===== src/hw/uvp_regs.svh =====
/*
  Timing counts and pin-level constants for the UV EPROM programmer host.
  Assumes a 20 MHz system clock (50 ns period).
*/
`ifndef UVP_REGS_SVH
`define UVP_REGS_SVH

`define UVP_CLK_NS 50
// Program pulse, nominal 0.1 ms; limits 0.095 to 0.105 ms
`define UVP_TPW_NS 100000
`define UVP_TPW_MIN_NS 95000
`define UVP_TPW_MAX_NS 105000
// Setup/hold and strobe-release lead, 2 us each
`define UVP_TSET_NS 2000
`define UVP_TPW_CYC ((`UVP_TPW_NS + `UVP_CLK_NS - 1) / `UVP_CLK_NS)
`define UVP_TSET_CYC ((`UVP_TSET_NS + `UVP_CLK_NS - 1) / `UVP_CLK_NS)
// Pulse limit per byte, first pulse included
`define UVP_MAX_PULSES 4'ha
`define UVP_ADDR_W 17
`define UVP_DATA_W 8
`define UVP_LAST_ADDR 17'h1ffff
`define UVP_ERASED 8'hff
`define UVP_CNT_W 12

`endif


===== src/hw/uvp_pkg.sv =====
/*
  Types shared by the UV EPROM programmer host.
  Assumes uvp_regs.svh is on the include path.
*/
`include "uvp_regs.svh"
package uvp_pkg;
  typedef logic [`UVP_ADDR_W-1:0] uvp_addr_t;
  typedef logic [`UVP_DATA_W-1:0] uvp_data_t;
  typedef enum logic [1:0] {
    UVP_OP_READ = 2'h0,
    UVP_OP_PROG = 2'h1,
    UVP_OP_CHECK = 2'h2
  } uvp_op_t;
endpackage


===== src/hw/uvp_tmr_if.sv =====
/*
  Interface between the sequencer and its delay timer.
  Assumes one clock domain.
*/
`timescale 1ns/1ns
`default_nettype none
`include "uvp_regs.svh"
interface uvp_tmr_if;
  logic start;
  logic [`UVP_CNT_W-1:0] load;
  logic done;
  modport ctl (output start, output load, input done);
  modport tmr (input start, input load, output done);
endinterface
`default_nettype wire


===== src/hw/uvp_timer.sv =====
/*
  Down counter: start loads a cycle count, done pulses for one cycle at
  expiry. Assumes i_mclk and asynchronous high reset.
*/
`timescale 1ns/1ns
`default_nettype none
`include "uvp_regs.svh"
module uvp_timer (
  // Clock and reset
  input wire logic i_mclk,
  input wire logic i_rst,
  // Control
  uvp_tmr_if.tmr t
);
  logic [`UVP_CNT_W-1:0] cnt_q, cnt_d;
  logic run_q, run_d;

  // Next count; done comes from flops only, because the sequencer
  // answers done with a new start in the same cycle
  always_comb begin
    cnt_d = cnt_q;
    run_d = run_q;
    t.done = run_q && (cnt_q <= `UVP_CNT_W'h1);
    if (t.start) begin
      cnt_d = t.load;
      run_d = 1'b1;
    end else if (t.done) begin
      run_d = 1'b0;
    end else if (run_q) begin
      cnt_d = cnt_q - `UVP_CNT_W'h1;
    end
  end

  // Registers
  always_ff @(posedge i_mclk or posedge i_rst) begin
    if (i_rst) begin
      cnt_q <= '0;
      run_q <= 1'b0;
    end else begin
      cnt_q <= cnt_d;
      run_q <= run_d;
    end
  end
endmodule
`default_nettype wire


===== src/hw/uvp_host.sv =====
/*
  Host side of a 128K x 8 UV EPROM: reads, byte programming with verify
  and retry, and a check command that walks to the last address at read supply levels.
  Assumes the device pins are driven directly and its data bus returns
  through i_data_bus; supplies are switched by external level shifters.
*/
// Overview of operation
// Device holds 131072 bytes; host drives 17-bit address, 8-bit data.
// Read: chip enable low, output enable low, strobe high, read supplies.
// Output enable high at read levels floats device data.
// Chip enable high at read levels puts device in standby.
// Page latch: chip enable high, output enable low, strobe high.
// Page program: chip enable high, output enable high, strobe low.
// Byte program: chip enable low, output enable high, strobe low.
// Verify: chip enable low, output enable low, strobe high, high supplies.
// Both enables equal at program supplies inhibits programming.
// In reads keep the strobe high always.
// Erased device reads all ones.
// Present address and data before programming starts.
// Byte programming starts with chip enable low, output enable high.
// Strobe pulse low 0.1 ms, between 0.095 and 0.105 ms.
// After each pulse, lower output enable and compare all eight bits.
// Retry failed verify with another pulse, up to ten in all.
// Still failing after ten pulses: stop and flag failure.
// After all addresses, return to read supplies and recheck all; host rechecks only on a check command, start address to last.
// Page programming loads four bytes with four output enable pulses.
// Programming clears bits only; zeros return to one only by erasure.
`timescale 1ns/1ns
`default_nettype none
`include "uvp_regs.svh"
module uvp_host (
  // Clock and reset
  input wire logic i_mclk,
  input wire logic i_rst,
  // Command port
  input wire logic i_start,
  input wire uvp_pkg::uvp_op_t i_op,
  input wire uvp_pkg::uvp_addr_t i_addr,
  input wire uvp_pkg::uvp_data_t i_wdata,
  output logic o_busy,
  output logic o_done,
  output logic o_fail,
  output uvp_pkg::uvp_data_t o_rdata,
  output uvp_pkg::uvp_addr_t o_fail_addr,
  // Device pins
  output logic o_chip_enable_n,
  output logic o_output_enable_n,
  output logic o_program_strobe_n,
  output logic o_programming_supply,
  output uvp_pkg::uvp_addr_t o_address_bus,
  output uvp_pkg::uvp_data_t o_data_bus,
  output logic o_data_bus_oe,
  input wire uvp_pkg::uvp_data_t i_data_bus
);
  import uvp_pkg::*;

  typedef enum logic [7:0] {
    S_IDLE  = 8'h01,
    S_SETUP = 8'h02,
    S_PULSE = 8'h04,
    S_HOLD  = 8'h08,
    S_VFY   = 8'h10,
    S_RSET  = 8'h20,
    S_RD    = 8'h40,
    S_FIN   = 8'h80
  } uvp_state_t;

  uvp_state_t st_q, st_d;
  uvp_op_t op_q, op_d;
  uvp_addr_t addr_q, addr_d, fa_q, fa_d;
  uvp_data_t wd_q, wd_d, rd_q, rd_d;
  logic [3:0] pulses_q, pulses_d;
  logic ce_n_q, ce_n_d, oe_n_q, oe_n_d, pgm_n_q, pgm_n_d;
  logic vpp_q, vpp_d, doe_q, doe_d, fail_q, fail_d, done_q, done_d;
  logic [`UVP_DATA_W-1:0] d1_q, d2_q;
  uvp_tmr_if tif ();

  // Pin data returns from another domain; two flops before use
  always_ff @(posedge i_mclk or posedge i_rst) begin
    if (i_rst) begin
      d1_q <= '0;
      d2_q <= '0;
    end else begin
      d1_q <= i_data_bus;
      d2_q <= d1_q;
    end
  end

  uvp_timer u_tmr (
    .i_mclk(i_mclk),
    .i_rst(i_rst),
    .t(tif)
  );

  // Sequencer next state
  always_comb begin
    st_d = st_q;
    op_d = op_q;
    addr_d = addr_q;
    fa_d = fa_q;
    wd_d = wd_q;
    rd_d = rd_q;
    pulses_d = pulses_q;
    ce_n_d = ce_n_q;
    oe_n_d = oe_n_q;
    pgm_n_d = pgm_n_q;
    vpp_d = vpp_q;
    doe_d = doe_q;
    fail_d = fail_q;
    done_d = 1'b0;
    tif.start = 1'b0;
    tif.load = `UVP_CNT_W'(`UVP_TSET_CYC);
    unique case (st_q)
      S_IDLE: begin
        pgm_n_d = 1'b1;
        if (i_start) begin
          op_d = i_op;
          addr_d = i_addr;
          wd_d = i_wdata;
          fail_d = 1'b0;
          pulses_d = 4'h0;
          tif.start = 1'b1;
          if (i_op == UVP_OP_PROG) begin
            // Address, data and supplies settle before any pulse
            vpp_d = 1'b1;
            doe_d = 1'b1;
            ce_n_d = 1'b0;
            oe_n_d = 1'b1;
            st_d = S_SETUP;
          end else begin
            vpp_d = 1'b0;
            doe_d = 1'b0;
            ce_n_d = 1'b0;
            oe_n_d = 1'b0;
            st_d = S_RSET;
          end
        end
      end
      S_SETUP: if (tif.done) begin
        pgm_n_d = 1'b0;
        pulses_d = pulses_q + 4'h1;
        tif.start = 1'b1;
        tif.load = `UVP_CNT_W'(`UVP_TPW_CYC);
        st_d = S_PULSE;
      end
      S_PULSE: if (tif.done) begin
        pgm_n_d = 1'b1;
        tif.start = 1'b1;
        st_d = S_HOLD;
      end
      S_HOLD: if (tif.done) begin
        // Release the bus on the same edge that lets the device drive it back
        doe_d = 1'b0;
        oe_n_d = 1'b0;
        tif.start = 1'b1;
        st_d = S_VFY;
      end
      S_VFY: if (tif.done) begin
        rd_d = d2_q;
        oe_n_d = 1'b1;
        if (d2_q == wd_q) begin
          st_d = S_FIN;
        end else if (pulses_q >= `UVP_MAX_PULSES) begin
          fail_d = 1'b1;
          fa_d = addr_q;
          st_d = S_FIN;
        end else begin
          doe_d = 1'b1;
          tif.start = 1'b1;
          st_d = S_SETUP;
        end
      end
      S_RSET: if (tif.done) begin
        rd_d = d2_q;
        // Check mode walks from the start address to the last address against the write data
        if (op_q == UVP_OP_CHECK && d2_q != wd_q) begin
          fail_d = 1'b1;
          fa_d = addr_q;
          st_d = S_FIN;
        end else if (op_q == UVP_OP_CHECK && addr_q != `UVP_LAST_ADDR) begin
          addr_d = addr_q + `UVP_ADDR_W'h1;
          tif.start = 1'b1;
        end else begin
          st_d = S_FIN;
        end
      end
      S_RD: st_d = S_FIN;
      S_FIN: begin
        // Back to read levels and standby after every operation
        vpp_d = 1'b0;
        ce_n_d = 1'b1;
        oe_n_d = 1'b1;
        doe_d = 1'b0;
        done_d = 1'b1;
        st_d = S_IDLE;
      end
      default: st_d = S_IDLE;
    endcase
  end

  // Sequencer registers
  always_ff @(posedge i_mclk or posedge i_rst) begin
    if (i_rst) begin
      st_q <= S_IDLE;
      op_q <= UVP_OP_READ;
      addr_q <= '0;
      fa_q <= '0;
      wd_q <= `UVP_ERASED;
      rd_q <= '0;
      pulses_q <= 4'h0;
      ce_n_q <= 1'b1;
      oe_n_q <= 1'b1;
      pgm_n_q <= 1'b1;
      vpp_q <= 1'b0;
      doe_q <= 1'b0;
      fail_q <= 1'b0;
      done_q <= 1'b0;
    end else begin
      st_q <= st_d;
      op_q <= op_d;
      addr_q <= addr_d;
      fa_q <= fa_d;
      wd_q <= wd_d;
      rd_q <= rd_d;
      pulses_q <= pulses_d;
      ce_n_q <= ce_n_d;
      oe_n_q <= oe_n_d;
      pgm_n_q <= pgm_n_d;
      vpp_q <= vpp_d;
      doe_q <= doe_d;
      fail_q <= fail_d;
      done_q <= done_d;
    end
  end

  // Outputs straight from flops; o_busy is decoded from st_q
  assign o_busy = (st_q != S_IDLE);
  assign o_done = done_q;
  assign o_fail = fail_q;
  assign o_rdata = rd_q;
  assign o_fail_addr = fa_q;
  assign o_chip_enable_n = ce_n_q;
  assign o_output_enable_n = oe_n_q;
  assign o_program_strobe_n = pgm_n_q;
  assign o_programming_supply = vpp_q;
  assign o_address_bus = addr_q;
  assign o_data_bus = wd_q;
  assign o_data_bus_oe = doe_q;
endmodule
`default_nettype wire


===== config.mk =====
export PLATFORM = sky130hd
export DESIGN_NAME = uvp_host
export DESIGN_NICKNAME = d
export VERILOG_FILES = /design/src/hw/uvp_pkg.sv /design/src/hw/uvp_tmr_if.sv /design/src/hw/uvp_timer.sv /design/src/hw/uvp_host.sv
export VERILOG_INCLUDE_DIRS = /design/src /design/src/hw
export SDC_FILE = /design/constraint.sdc
export NUM_CORES = 1
export LEC_CHECK = 0
export ABC_AREA = 0
export BUFFER_PORTS_ARGS = -buffer_cell sky130_fd_sc_hd__buf_4
export CAP_MARGIN = 25
export CORE_MARGIN = 1.5
export CORE_UTILIZATION = 48
export DETAILED_ROUTE_END_ITERATION = 16
export GPL_ROUTABILITY_DRIVEN = 0
export PLACE_DENSITY = 0.71
export SLEW_MARGIN = 20
export SYNTH_ARGS = -nofsm -noshare
export SYNTH_HDL_FRONTEND = slang
export SYNTH_SLANG_ARGS = --single-unit

===== constraint.sdc =====
create_clock -name i_mclk -period 4 [get_ports i_mclk]
set_input_delay 0.6 -clock i_mclk [delete_from_list [all_inputs] [get_ports i_mclk]]
set_output_delay 0.6 -clock i_mclk [all_outputs]
set_load 0.02 [all_outputs]

# Word level (Yosys, flattened, before mapping)
# Cells that the tools add are included.
# word_totals
in_bits	38
reg_bits	100
wordCells	138
output_inout_bits	58
# op_classes
eq_ne	28
add_sub_neg	3
muxes	61
order_cmp	2
reduce_logical	26
# op_table
operator	count
17-bit 2-to-1 mux	9
8-bit 2-to-1 mux	10
17-bit one-hot mux with 2 select lines	2
8-bit one-hot mux with 7 select lines	1
12-bit 2-to-1 mux	3
2-bit inequality test, second input constant	13
1-bit 2-to-1 mux	23
11-bit 2-to-1 mux	2
17-bit by 1-bit adder with 17-bit output, second input constant	1
17-bit inequality test, second input constant	1
7-bit AND reduction	2
12-bit by 1-bit <= comparator with 1-bit output, second input constant	1
1-bit one-hot mux with 4 select lines	3
6-bit AND reduction	2
2-bit nonzero test	6
12-bit by 1-bit subtractor with 12-bit output, second input constant	1
8-bit by 1-bit == test with 1-bit output, second input constant	1
8-bit by 2-bit == test with 1-bit output, second input constant	1
8-bit by 3-bit == test with 1-bit output, second input constant	1
8-bit by 4-bit == test with 1-bit output, second input constant	1
8-bit by 5-bit == test with 1-bit output, second input constant	1
8-bit by 6-bit == test with 1-bit output, second input constant	1
8-bit by 7-bit == test with 1-bit output, second input constant	1
8-bit == test	1
22 further kinds	32

# Longest topological paths before layout
# Gate-level depths: netlist (run 1).
# depth
depth_word	8
depth_mapped	13
depth_no_buf	11

# Hierarchy
# Synthesis (run 1) repeated with hierarchy kept, for this count alone.
# unflattened
cells_unflattened	476
hier_area_um2	4897.2
# by_module_without_submodules
mod	seq_area_each_um2	cells_per_inst	area_per_inst_um2	instances
uvp_host	2167.1	382	4046.4	1
uvp_timer	325.3	94	850.8	1

# Least setup slack after synthesis (run 1)
# OpenSTA, ideal clock, no wires.
# synth_timing
path_kind	reg2reg
startpoint	register addr_q[0] (netlist: o_address_bus[0])
endpoint	register addr_q[11] (netlist: o_address_bus[11])
setup_ns	0.086
path_slack_ns	1.205
synth_period_minus_slack_ns	2.795
t_required_ns	3.914
stages_incl_launch_ff	14
arrival_ns	2.709
n_path_buf	2
cell_sequence	dfrtp_1 > ha_1 > and3_1 > and2_1 > nand2_1 > nor2_1 > ha_1 > nor3b_1 > and3_1 > clkbuf_1 > nand3_2 > buf_2 > o31a_1 > nor3_1
# synth_via
elab_chain_len	5
elab_cells_between_ends	9
cone_classes	add/sub: 1; eq/ne: 2; mux: 4; reduce/logical: 2
# synth_rtl
item	line	rtl
start, declared	uvp_host.sv:70	uvp_addr_t addr_q, addr_d, fa_q, fa_d;
start signal, assigned	uvp_host.sv:221	addr_q <= addr_d;
17-bit by 1-bit adder with 17-bit output	uvp_host.sv:181	addr_d = addr_q + `UVP_ADDR_W'h1;
17-bit 2-to-1 mux	uvp_host.sv:180	end else if (op_q == UVP_OP_CHECK && addr_q != `UVP_LAST_ADDR) begin
17-bit 2-to-1 mux	uvp_host.sv:176	if (op_q == UVP_OP_CHECK && d2_q != wd_q) begin
17-bit 2-to-1 mux	uvp_host.sv:173	S_RSET: if (tif.done) begin
17-bit one-hot mux with 2 select lines	uvp_host.sv:113	unique case (st_q)
# Parallel ways exist; a longest one is shown, timed or not. The select of a mux whose other input is x is not followed.
# A chain may end at the register's enable or synchronous reset.

# Final worst setup path (run 1)
# layout_timing
startpoint	register addr_q[0] (netlist: o_address_bus[0])
endpoint	register addr_q[15] (netlist: o_address_bus[15])
# Same word-level chain as after synthesis.

==> impl_metrics.py, run 1 <==
metrics = {
    "status": {
        "status": "finished clean",
    },
    "sta": {
        "max_freq_mhz": 305,
        "max_slew_margin_pct": 51.4,
        "finalClockSkew_ns": 0.0167,
        "finalHoldViolations": 0,
        "setup_viol": 0,
        "fin_crit_sh_pct": 81.9,
        "tightest_slew_ns": 0.729,
        "whs_ns": 0.314,
        "rsz0062_at_grt": "no",
        "finalMaxSlewViolations": 0,
        "setup_tns_ns": 0,
        "fin_crit_ns": 3.28,
    },
    "power": {
        "pwr-share-clk_pct": 17.5,
        "switching_share_pct": 42.8,
        "switchingPower_w": 0.00163,
        "p_per_area_nw_per_um2": 650,
        "total_power_w": 0.00381,
        "ir_drop_mv": 0.243,
        "leakagePower_nw": 2.69,
        "seqPwrFrac_pct": 41.0,
        "comb_power_share_pct": 41.5,
        "p_int_w": 0.00218,
    },
    "cts": {
        "htreeDepth": 3,
        "cts_buffers": 9,
        "cts_sinks": 99,
        "clk_latency_ns": 0.38,
        "hold_buffers": 0,
        "cts_setup_buffers": 0,
        "clkSlewWorstSetupHoldPaths_ns": 0.11,
        "cts_root_buf": "clkbuf_8",
        "cts_resized": 0,
        "cts_tree": "yes",
        "cts_buffer_depth": 2,
    },
    "cells_and_area": {
        "seqCellArea_um2": 2490,
        "antenna_cells": 0,
        "multi_input_area_um2": 2180,
        "final_core_util_pct": 60.1,
        "design_area_um2": 5850,
        "n_fill_cell": 851,
        "drive_above_1_share_pct": 32.0,
        "area_growth_pct": 21.5,
        "nets": 586,
    },
    "run": {
        "drv_cap": 0,
    },
    "yosys": {
        "synth_commonest_cells": "87 x dfrtp_1, 52 x nand2_1, 28 x nor2_1, 21 x nand3_1, 17 x mux2_2",
        "synth_edf_count": 0,
        "syn_nets": 492,
        "synth_warnings": 0,
        "synth_top_cell_area_share_pct": 45.2,
        "synth_top_area_cell": "dfrtp_1",
        "synthFlopType": "dfrtp_1",
        "syn_inst": 448,
        "seq_area_frac_synth_pct": 51.8,
        "yosysUniqueCellTypes": 64,
        "synth_area_um2": 4810,
        "synthArstFlopShare_pct": 100,
        "yosys.cell_count.top_type": "dfrtp_1",
        "yosys-top-cells-area": "dfrtp_1 45%, dfstp_2 6.6%, nand2_1 4.1%",
        "synth_seq_cells": 99,
        "syn-mean-instance-area_um2": 10.7,
    },
    "floorplan": {
        "fp.dieW_um": 103,
        "rows": 36,
        "num_io_pins": 96,
        "die_area_um2": 10600,
        "die_y_um": 103,
        "core_um2": 9730,
        "start_util_pct": 49.5,
    },
    "critical_path": {
        "crit_path_end_kind": "flip-flop",
        "slowest_delay_ns": 0.67,
        "cp.arrival_ns": 3.55,
        "path_cells": "ha_1 -> and3_1 -> and2_1 -> nand2_1 -> nor2_1 -> ha_1 -> nor3b_1 -> nand4_1 -> or4_1 -> o21ai_0 -> a21oi_1",
        "cp-start-kind": "flip-flop",
        "criticalPathCategory": "flip-flop to flip-flop",
        "required_ns": 4.27,
        "cp_max_fo": 13,
        "worst_path_max_delay_cell": "or4_1",
        "crit_top_cell": "ha_1",
    },
    "worst_hold_path": {
        "hold_path.class": "primary input to async pin",
    },
    "place": {
        "port_buffers": 95,
        "dp_hpwl_um": 7880,
        "place_area_um2": 5640,
    },
    "routing": {
        "wire_per_inst_um": 16.3,
        "drc": 0,
        "firstDrtPassIters": 4,
        "vias_per_cell": 5.62,
        "ant_nets": 0,
        "vias": 3823,
        "wl_um": 11100,
        "drtIter0Drc": 208,
    },
    "grt": {
        "grt_pass1_vias": 3822,
        "grt_pass1_wl_um": 18100,
        "grt_max_degree": 82,
        "grt-ovfl-total": 0,
        "grtUsageTotal_pct": 21.8,
        "grt_antenna_before_repair": 0,
    },
}
## path summary, 6_finish.rpt
| path | cells past startpoint | slack [ns] | end | from |
|---|---|---|---|---|
| max | 11 | 0.72 | o_address_bus[15]$_DFFE_PP0P_ | o_address_bus[0]$_DFFE_PP0P_ |
| min | 2 | 0.31 | o_fail_addr[9]$_DFFE_PP0P_ | i_rst |
| max reg2reg | 11 | 0.72 | o_address_bus[15]$_DFFE_PP0P_ | o_address_bus[0]$_DFFE_PP0P_ |
| min reg2reg | 0 | 0.36 | d2_q[5]$_DFF_PP0_ | d1_q[5]$_DFF_PP0_ |
| max in group asynchronous | 3 | 2.87 | o_data_bus[5]$_DFFE_PP1P_ | i_rst |
| min in group i_mclk | 1 | 0.32 | d1_q[2]$_DFF_PP0_ | i_data_bus[2] |
## layer usage
layer | global-route usage [%] | up-vias | routed length, µm
li1 | - | 1804 | -
met1 | 28.5 | 1879 | 4800
met2 | 35.6 | 124 | 5500
met3 | 5.22 | 16 | 622
met4 | 7.80 | 0 | 159
met5 | 0 | - | 0
## placed cells by master, fill, tap and decap left out, types with 7 or more instances in the layout
cell type	synthesis	routed
xor2_1	15	15
mux2_1	9	9
nand2_1	52	52
clkbuf_8	0	9
dfstp_2	12	12
a21oi_2	7	7
nand3_1	21	21
nand2b_1	7	7
and3_1	9	9
o21ai_0	14	14
mux2_2	17	17
nor3_1	14	14
nor2_1	28	28
buf_4	0	102
o211ai_1	12	12
dfrtp_1	87	87
nand4_1	9	9
a21oi_1	14	14
inv_1	8	7
## flip-flops by register name, indices dropped and copies added (netlist names), 2 cells and up
| register | cells |
|---|---|
| o_address_bus | 17 |
| o_fail_addr | 17 |
| u_tmr.cnt_q | 12 |
| d1_q | 8 |
| d2_q | 8 |
| o_data_bus | 8 |
| o_rdata | 8 |
| st_q | 7 |
| pulses_q | 4 |
| op_q | 2 |
## worst max-delay path: cells and delay by family, from the launching register on
kind | cells | cell delay, ns
AOI/OAI and AO/OA | 2 | 0.18
and+or+nand+nor | 7 | 2.10
DFF | 1 | 0.46
adders and majority gates | 2 | 0.43
## logic make-up (layout without fill, tap and decap cells)
group	count (synthesis)	in the layout	share of synthesized area, %
AND/OR/NAND/NOR	191	191	21.9
XOR/XNOR	21	21	3.82
multiplexers	28	28	6.50
AO/OA/AOI/OAI	76	76	11.5
adder cells (fa/ha/maj)	6	6	1.56
buffers and inverters	27	126	2.96
flip-flops	99	99	51.8
## power groups by stage
stage          sequential (W)  clock [W]  combinational, W
2_1_floorplan         0.00167          0          0.000939
3_3_place_gp          0.00156          0           0.00156
3_5_place_dp          0.00158          0           0.00158
4_1_cts               0.00156   0.000682           0.00159
5_1_grt               0.00160   0.000720           0.00175
6_report              0.00156   0.000665           0.00158
## final cells by class
cell class	count	share of cell area [%]
Multi-Input combinational cell	322	37.2
Sequential cell	99	42.6
Timing Repair Buffer	102	13.1
Tap cell	133	2.84
Clock buffer	9	2.12
Inverter	8	0.599
Clock inverter	7	1.52
## stage by stage
stage               instances  worst slack (ns)
global route              680             0.520
CTS                       680             0.779
finish                    680             0.722
detailed placement        664             0.853
global placement          664             0.973
floorplan                 448             0.829
No activity file was read; power rests on OpenSTA's default activity.
==> run 2: changes to the inputs <==
==> constraint.sdc (replaced) <==
create_clock -name i_mclk -period 3.4 [get_ports i_mclk]
set_input_delay 0.51 -clock i_mclk [delete_from_list [all_inputs] [get_ports i_mclk]]
set_output_delay 0.51 -clock i_mclk [all_outputs]
set_load 0.02 [all_outputs]
==> run 2 against run 1 <==
Effect of this change:
- worst setup slack lost 0.35 ns
- critical path depth is the same
- power grew 16%
- non-clock buffer count grew 2
- sequential share of layout area grew 0.13 points
- critical path type unchanged
==> impl_metrics.py, run 2 (same netlist as run 1, synthesis figures left out) <==
metrics = {
    "status": {
        "status": "finished clean",
    },
    "cts": {
        "cts_setup_buffers": 0,
        "cts_tree": "yes",
        "cts_buffers": 9,
        "cts_root_buf": "clkbuf_8",
        "cts_sinks": 99,
        "clkSlewWorstSetupHoldPaths_ns": 0.10,
        "htreeDepth": 3,
        "cts_resized": 0,
        "cts_buffer_depth": 2,
        "hold_buffers": 0,
        "clk_latency_ns": 0.37,
    },
    "cells_and_area": {
        "area_growth_pct": 21.2,
        "drive_above_1_share_pct": 32.1,
        "final_core_util_pct": 60.0,
        "final_common_cell": "buf_4",
        "nets": 588,
        "antenna_cells": 0,
        "final_cell_mix": "104 x buf_4, 87 x dfrtp_1, 52 x nand2_1",
        "fin_cells": 681,
        "design_area_um2": 5830,
    },
    "grt": {
        "grt.busiest_layer": "met2",
        "grt_pass1_vias": 3634,
        "grt_pass1_wl_um": 17900,
        "grtUsageTotal_pct": 22.0,
        "grtUsageMet3_pct": 5.49,
        "grt_antenna_before_repair": 0,
        "use_met1_pct": 28.4,
        "grt-ovfl-total": 0,
        "met2_usage_pct": 35.6,
        "grt_max_degree": 50,
    },
    "floorplan": {
        "die_area_um2": 10600,
        "rows": 36,
        "core_um2": 9730,
        "start_util_pct": 49.5,
        "num_io_pins": 96,
        "die_y_um": 103,
        "fp.dieW_um": 103,
    },
    "critical_path": {
        "r2r-start": "o_address_bus[0]$_DFFE_PP0P_",
        "criticalPathCategory": "flip-flop to flip-flop",
        "crit_path_end_kind": "flip-flop",
        "rrSetupSlack_ns": 0.37,
        "crit_end": "o_address_bus[7]$_DFFE_PP0P_",
        "cp.arrival_ns": 3.34,
        "cp-start-kind": "flip-flop",
        "cp_max_fo": 11,
        "r2r_end": "o_address_bus[7]$_DFFE_PP0P_",
        "cp-startpoint": "o_address_bus[0]$_DFFE_PP0P_",
        "required_ns": 3.71,
        "rr_worst_depth": 11,
    },
    "power": {
        "ir_drop_mv": 0.332,
        "p_per_area_nw_per_um2": 758,
        "leakagePower_nw": 2.68,
    },
    "place": {
        "dp_hpwl_um": 8170,
        "dp_slack_ns": 0.442,
        "port_buffers": 95,
        "dpl.cell_count": 666,
        "place_area_um2": 5650,
    },
    "run": {
        "drv_cap": 0,
    },
    "sta": {
        "rsz0062_at_grt": "no",
        "setup_tns_ns": 0,
        "tightest_slew_ns": 0.606,
        "finalMaxSlewViolations": 0,
        "fin_crit_sh_pct": 89.1,
        "setup_ws_ns": 0.371,
        "finalClockSkew_ns": 0.0102,
        "setup_viol": 0,
        "max_freq_mhz": 330,
        "finalHoldViolations": 0,
        "max_slew_margin_pct": 59.6,
        "fin_crit_ns": 3.03,
    },
    "routing": {
        "ant_nets": 0,
        "drc": 0,
        "wl_um": 11400,
        "drtIter0Drc": 167,
        "firstDrtPassIters": 4,
        "vias_per_cell": 5.64,
        "wire_per_inst_um": 16.7,
        "vias": 3838,
    },
    "worst_hold_path": {
        "hold_path.class": "primary input to async pin",
    },
}
-- run 2: changes by cell type in the layout (fill, tap and decap cells not counted), sizes merged --
cell / previous run / this run
clkinv: 3 / 0
buf: 102 / 104
clkinvlp: 0 / 1
clkbuf: 9 / 10
-- run 2: worst min-delay path by stage --
stage	to	slack, ns	cells after the start	from
floorplan	d2_q[0]$_DFF_PP0_	0.33	0	d1_q[0]$_DFF_PP0_
global placement	d2_q[4]$_DFF_PP0_	0.33	0	d1_q[4]$_DFF_PP0_
detailed placement	d2_q[4]$_DFF_PP0_	0.34	0	d1_q[4]$_DFF_PP0_
CTS	o_fail_addr[9]$_DFFE_PP0P_	0.22	2	i_rst
global route	d1_q[6]$_DFF_PP0_	0.21	1	i_data_bus[6]
finish	o_fail_addr[9]$_DFFE_PP0P_	0.21	2	i_rst
-- run 2: where the power goes --
| part | total, W | switching (W) | internal, W |
|---|---|---|---|
| clock network | 0.000721 | 0.000425 | 0.000295 |
| registers | 0.00184 | 0.000336 | 0.00150 |
| logic | 0.00186 | 0.00110 | 0.000761 |
-- run 2: per-stage QoR --
stage	power (W)	hold WS, ns
after detailed placement	0.00373	0.336
after global placement	0.00368	0.332
after global routing	0.00473	0.213
after floorplan	0.00307	0.331
final	0.00442	0.208
after CTS	0.00445	0.220
-- run 2: area by class of cell --
class | instances | area, µm²
clock buffer | 10 | 138
tap | 133 | 166
fill | 880 | 3900
sequential | 99 | 2490
multi-input combinational | 322 | 2180
inverter | 8 | 32.5
timing repair buffer | 104 | 781
clock inverter | 5 | 45.0
-- run 2: worst max-delay path: stages, from the launching register on --
cell and delay [ns]:
dfrtp_1 0.45, ha_1 0.25, and3_1 0.22, and2_1 0.16, nand2_1 0.12, nor2_1 0.07, ha_1 0.18, nor3b_1 0.30
and3_1 0.34, nand3_2 0.26, or4_1 0.54, nand3_1 0.09
-- run 2: metal layers --
metal | routed length (µm) | share of wire [%]
met5 | 0 | 0
met1 | 4880 | 43
met2 | 5560 | 49
met3 | 677 | 6.0
met4 | 240 | 2.1
==> run 3: changes to the inputs <==
--- a/config.mk
+++ b/config.mk
@@ -6,14 +6,14 @@
 export SDC_FILE = /design/constraint.sdc
 export NUM_CORES = 1
 export LEC_CHECK = 0
-export ABC_AREA = 0
+export ABC_AREA = 1
 export BUFFER_PORTS_ARGS = -buffer_cell sky130_fd_sc_hd__buf_4
 export CAP_MARGIN = 25
 export CORE_MARGIN = 1.5
 export CORE_UTILIZATION = 48
 export DETAILED_ROUTE_END_ITERATION = 16
 export GPL_ROUTABILITY_DRIVEN = 0
-export PLACE_DENSITY = 0.71
+export PLACE_DENSITY = 0.7
 export SLEW_MARGIN = 20
 export SYNTH_ARGS = -nofsm -noshare
 export SYNTH_HDL_FRONTEND = slang
==> run 3 against run 2 <==
Effect of this change:
- synthesized cell count is 30% higher
- global-route usage is 0.14 points lower
- routed wire length is 3.6% higher
- first-iteration DRC count up 11%
- largest power group unchanged
==> impl_metrics.py, run 3 <==
metrics = {
    "yosys": {
        "syn_inst": 584,
        "yosysUniqueCellTypes": 45,
        "synth_top_cell_area_share_pct": 42.0,
        "synthFlopType": "dfrtp_1",
        "synth_area_um2": 5180,
        "syn-mean-instance-area_um2": 8.87,
        "synth_top_area_cell": "dfrtp_1",
        "syn_nets": 628,
        "seq_area_frac_synth_pct": 48.1,
        "yosys.cell_count.top_type": "nand2_1",
        "synth_commonest_cells": "142 x nand2_1, 87 x dfrtp_1, 59 x inv_1, 46 x nor2_1, 27 x nand3_1",
        "synthArstFlopShare_pct": 100,
        "synth_warnings": 0,
        "synth_edf_count": 0,
        "synth_seq_cells": 99,
        "yosys-top-cells-area": "dfrtp_1 42%, nand2_1 10%, dfstp_2 6.1%",
    },
    "critical_path": {
        "slowest_delay_ns": 0.44,
        "r2r-start": "o_address_bus[0]$_DFFE_PP0P_",
        "cpLargestDelayFamily": "simple AND/OR/NAND/NOR gates",
        "rrSetupSlack_ns": 0.65,
        "path_cells": "ha_1 -> nand2_1 -> nor2_1 -> nand3_1 -> nor3_2 -> nand3_1 -> nor4_1 -> ha_1 -> nor3_1 -> nand2_2 -> nand2_2 -> nand3_4 -> inv_4 -> nand2_1 -> o21a_1",
        "worst_path_max_delay_cell": "dfrtp_1",
        "required_ns": 3.71,
        "rr_worst_depth": 15,
        "crit_path_end_kind": "flip-flop",
        "worst-path-buf-inv": 1,
        "criticalPathCategory": "flip-flop to flip-flop",
        "cp_max_fo": 23,
        "cp.arrival_ns": 3.07,
        "cp-start-kind": "flip-flop",
        "r2r_end": "o_address_bus[10]$_DFFE_PP0P_",
    },
    "worst_hold_path": {
        "hold_path_end": "d1_q[1]$_DFF_PP0_",
        "hold_path.class": "primary input to flip-flop",
        "min_path_cells": 1,
        "worstHoldStart": "i_data_bus[1]",
    },
    "floorplan": {
        "die_y_um": 107,
        "fp.dieW_um": 107,
        "rows": 37,
        "core_um2": 10400,
        "num_io_pins": 96,
        "die_area_um2": 11400,
        "start_util_pct": 49.7,
    },
    "grt": {
        "grt_max_degree": 59,
        "grt_antenna_before_repair": 0,
        "grtUsageTotal_pct": 21.9,
        "grt_pass1_wl_um": 19600,
        "grt-ovfl-total": 0,
        "grt_pass1_vias": 4014,
    },
    "cts": {
        "hold_buffers": 0,
        "clk_latency_ns": 0.38,
        "clkSlewWorstSetupHoldPaths_ns": 0.11,
        "htreeDepth": 3,
        "cts_resized": 0,
        "cts_buffer_depth": 2,
        "cts_sinks": 99,
        "cts_root_buf": "clkbuf_8",
        "cts_tree": "yes",
        "cts_buffers": 9,
        "cts_setup_buffers": 0,
    },
    "cells_and_area": {
        "final_cell_mix": "142 x nand2_1, 99 x buf_4, 87 x dfrtp_1",
        "n_fill_cell": 965,
        "multi_input_area_um2": 2290,
        "final_common_cell": "nand2_1",
        "drive_above_1_share_pct": 30.8,
        "seqCellArea_um2": 2490,
        "fin_cells": 822,
        "final_core_util_pct": 59.5,
        "nets": 725,
        "antenna_cells": 0,
        "area_growth_pct": 19.6,
    },
    "sta": {
        "finalClockSkew_ns": 0.0113,
        "setup_viol": 0,
        "max_freq_mhz": 363,
        "setup_ws_ns": 0.646,
        "setup_tns_ns": 0,
        "fin_crit_sh_pct": 81.0,
        "finalMaxSlewViolations": 0,
        "fin_crit_ns": 2.75,
        "rsz0062_at_grt": "no",
        "finalHoldViolations": 0,
        "max_slew_margin_pct": 52.1,
        "tightest_slew_ns": 0.718,
    },
    "power": {
        "comb_power_share_pct": 49.6,
        "seqPwrFrac_pct": 35.9,
        "leakagePower_nw": 3.19,
        "switching_share_pct": 46.5,
        "p_per_area_nw_per_um2": 910,
        "p_int_w": 0.00302,
        "ir_drop_mv": 0.468,
        "pwr-share-clk_pct": 14.5,
        "switchingPower_w": 0.00262,
    },
    "place": {
        "dp_hpwl_um": 8780,
        "dpl.cell_count": 806,
        "port_buffers": 95,
        "dp_slack_ns": 0.672,
    },
    "routing": {
        "ant_nets": 0,
        "wire_per_inst_um": 14.3,
        "vias_per_cell": 5.10,
        "drc": 0,
        "vias": 4191,
        "wl_um": 11800,
        "firstDrtPassIters": 5,
        "drtIter0Drc": 185,
    },
    "status": {
        "status": "finished clean",
    },
    "run": {
        "drv_cap": 0,
    },
}
[run 3: changes by cell type in the layout (fill, tap and decap cells not counted), moves of 8 or more]
cell and change:
nand2_1 +90, inv_1 +51, nor2_1 +18, o21ai_2 +17
inv_2 +15, mux2_2 -14, o21ai_1 +13, nand2_2 +12
o211ai_1 -12, a21oi_1 +9, mux2_1 -9, and3_1 -8
[run 3: cell families (layout without fill, tap and decap cells)]
kind of cell               count (synthesis)  count (layout)  share of synthesized area [%]
and+or+nand+nor                          275             275                           26.7
AOI/OAI and AO/OA                         90              90                           11.4
xor gates and xnor gates                  17              17                           2.87
adders and majority gates                  6               6                           1.45
DFF                                       99              99                           48.1
muxes                                      9               9                           1.81
buffers and inverters                     88             190                           7.65
[run 3: layout make-up]
| class | instances | share of cell area [%] |
|---|---|---|
| repair buffers | 99 | 12.0 |
| clock inverters | 7 | 1.43 |
| inverters | 75 | 4.62 |
| multi-input cells | 397 | 37.0 |
| clock buffers | 9 | 2.00 |
| flip-flops and latches | 99 | 40.2 |
| well taps | 136 | 2.75 |
[run 3: metrics by stage]
step | total power [W] | hold WS (ns) | cell area (µm²)
2_1_floorplan | 0.00404 | 0.331 | 5180
3_3_place_gp | 0.00476 | 0.333 | 5980
3_5_place_dp | 0.00484 | 0.335 | 5980
4_1_cts | 0.00567 | 0.215 | 6200
5_1_grt | 0.00607 | 0.208 | 6200
6_report | 0.00564 | 0.228 | 6200
[run 3: power groups by stage]
stage | sequential [W] | clock (W) | combinational [W]
3_5_place_dp | 0.00204 | 0 | 0.00280
3_3_place_gp | 0.00203 | 0 | 0.00274
6_report | 0.00203 | 0.000815 | 0.00280
5_1_grt | 0.00209 | 0.000883 | 0.00310
2_1_floorplan | 0.00227 | 0 | 0.00177
4_1_cts | 0.00202 | 0.000835 | 0.00281
[run 3: routing by layer]
| metal | part of all wire (%) | up-vias | global-route usage [%] |
|---|---|---|---|
| met4 | 1.5 | 0 | 7.05 |
| met5 | 0 | - | 0 |
| met2 | 45 | 117 | 32.7 |
| met1 | 47 | 1987 | 32.2 |
| li1 | - | 2072 | - |
| met3 | 5.8 | 15 | 3.95 |
[run 3: worst reg2reg max path, stage by stage (launching register included)]
cell	delay, ns
dfrtp_1	0.44
ha_1	0.21
nand2_1	0.08
nor2_1	0.15
nand3_1	0.14
nor3_2	0.22
nand3_1	0.15
nor4_1	0.26
ha_1	0.24
nor3_1	0.08
nand2_2	0.07
nand2_2	0.06
nand3_4	0.25
inv_4	0.15
nand2_1	0.09
o21a_1	0.12
[run 3: worst max-delay path by stage]
stage / startpoint / endpoint / slack, ns / depth (start not counted)
finish: o_address_bus[0]$_DFFE_PP0P_ / o_address_bus[10]$_DFFE_PP0P_ / 0.65 / 15
detailed placement: o_address_bus[0]$_DFFE_PP0P_ / o_address_bus[10]$_DFFE_PP0P_ / 0.67 / 15
global route: o_address_bus[0]$_DFFE_PP0P_ / o_address_bus[10]$_DFFE_PP0P_ / 0.37 / 15
CTS: o_address_bus[0]$_DFFE_PP0P_ / o_address_bus[10]$_DFFE_PP0P_ / 0.64 / 15
global placement: o_address_bus[0]$_DFFE_PP0P_ / o_address_bus[12]$_DFFE_PP0P_ / 0.82 / 15
floorplan: i_rst / d1_q[0]$_DFF_PP0_ / 0.32 / 1
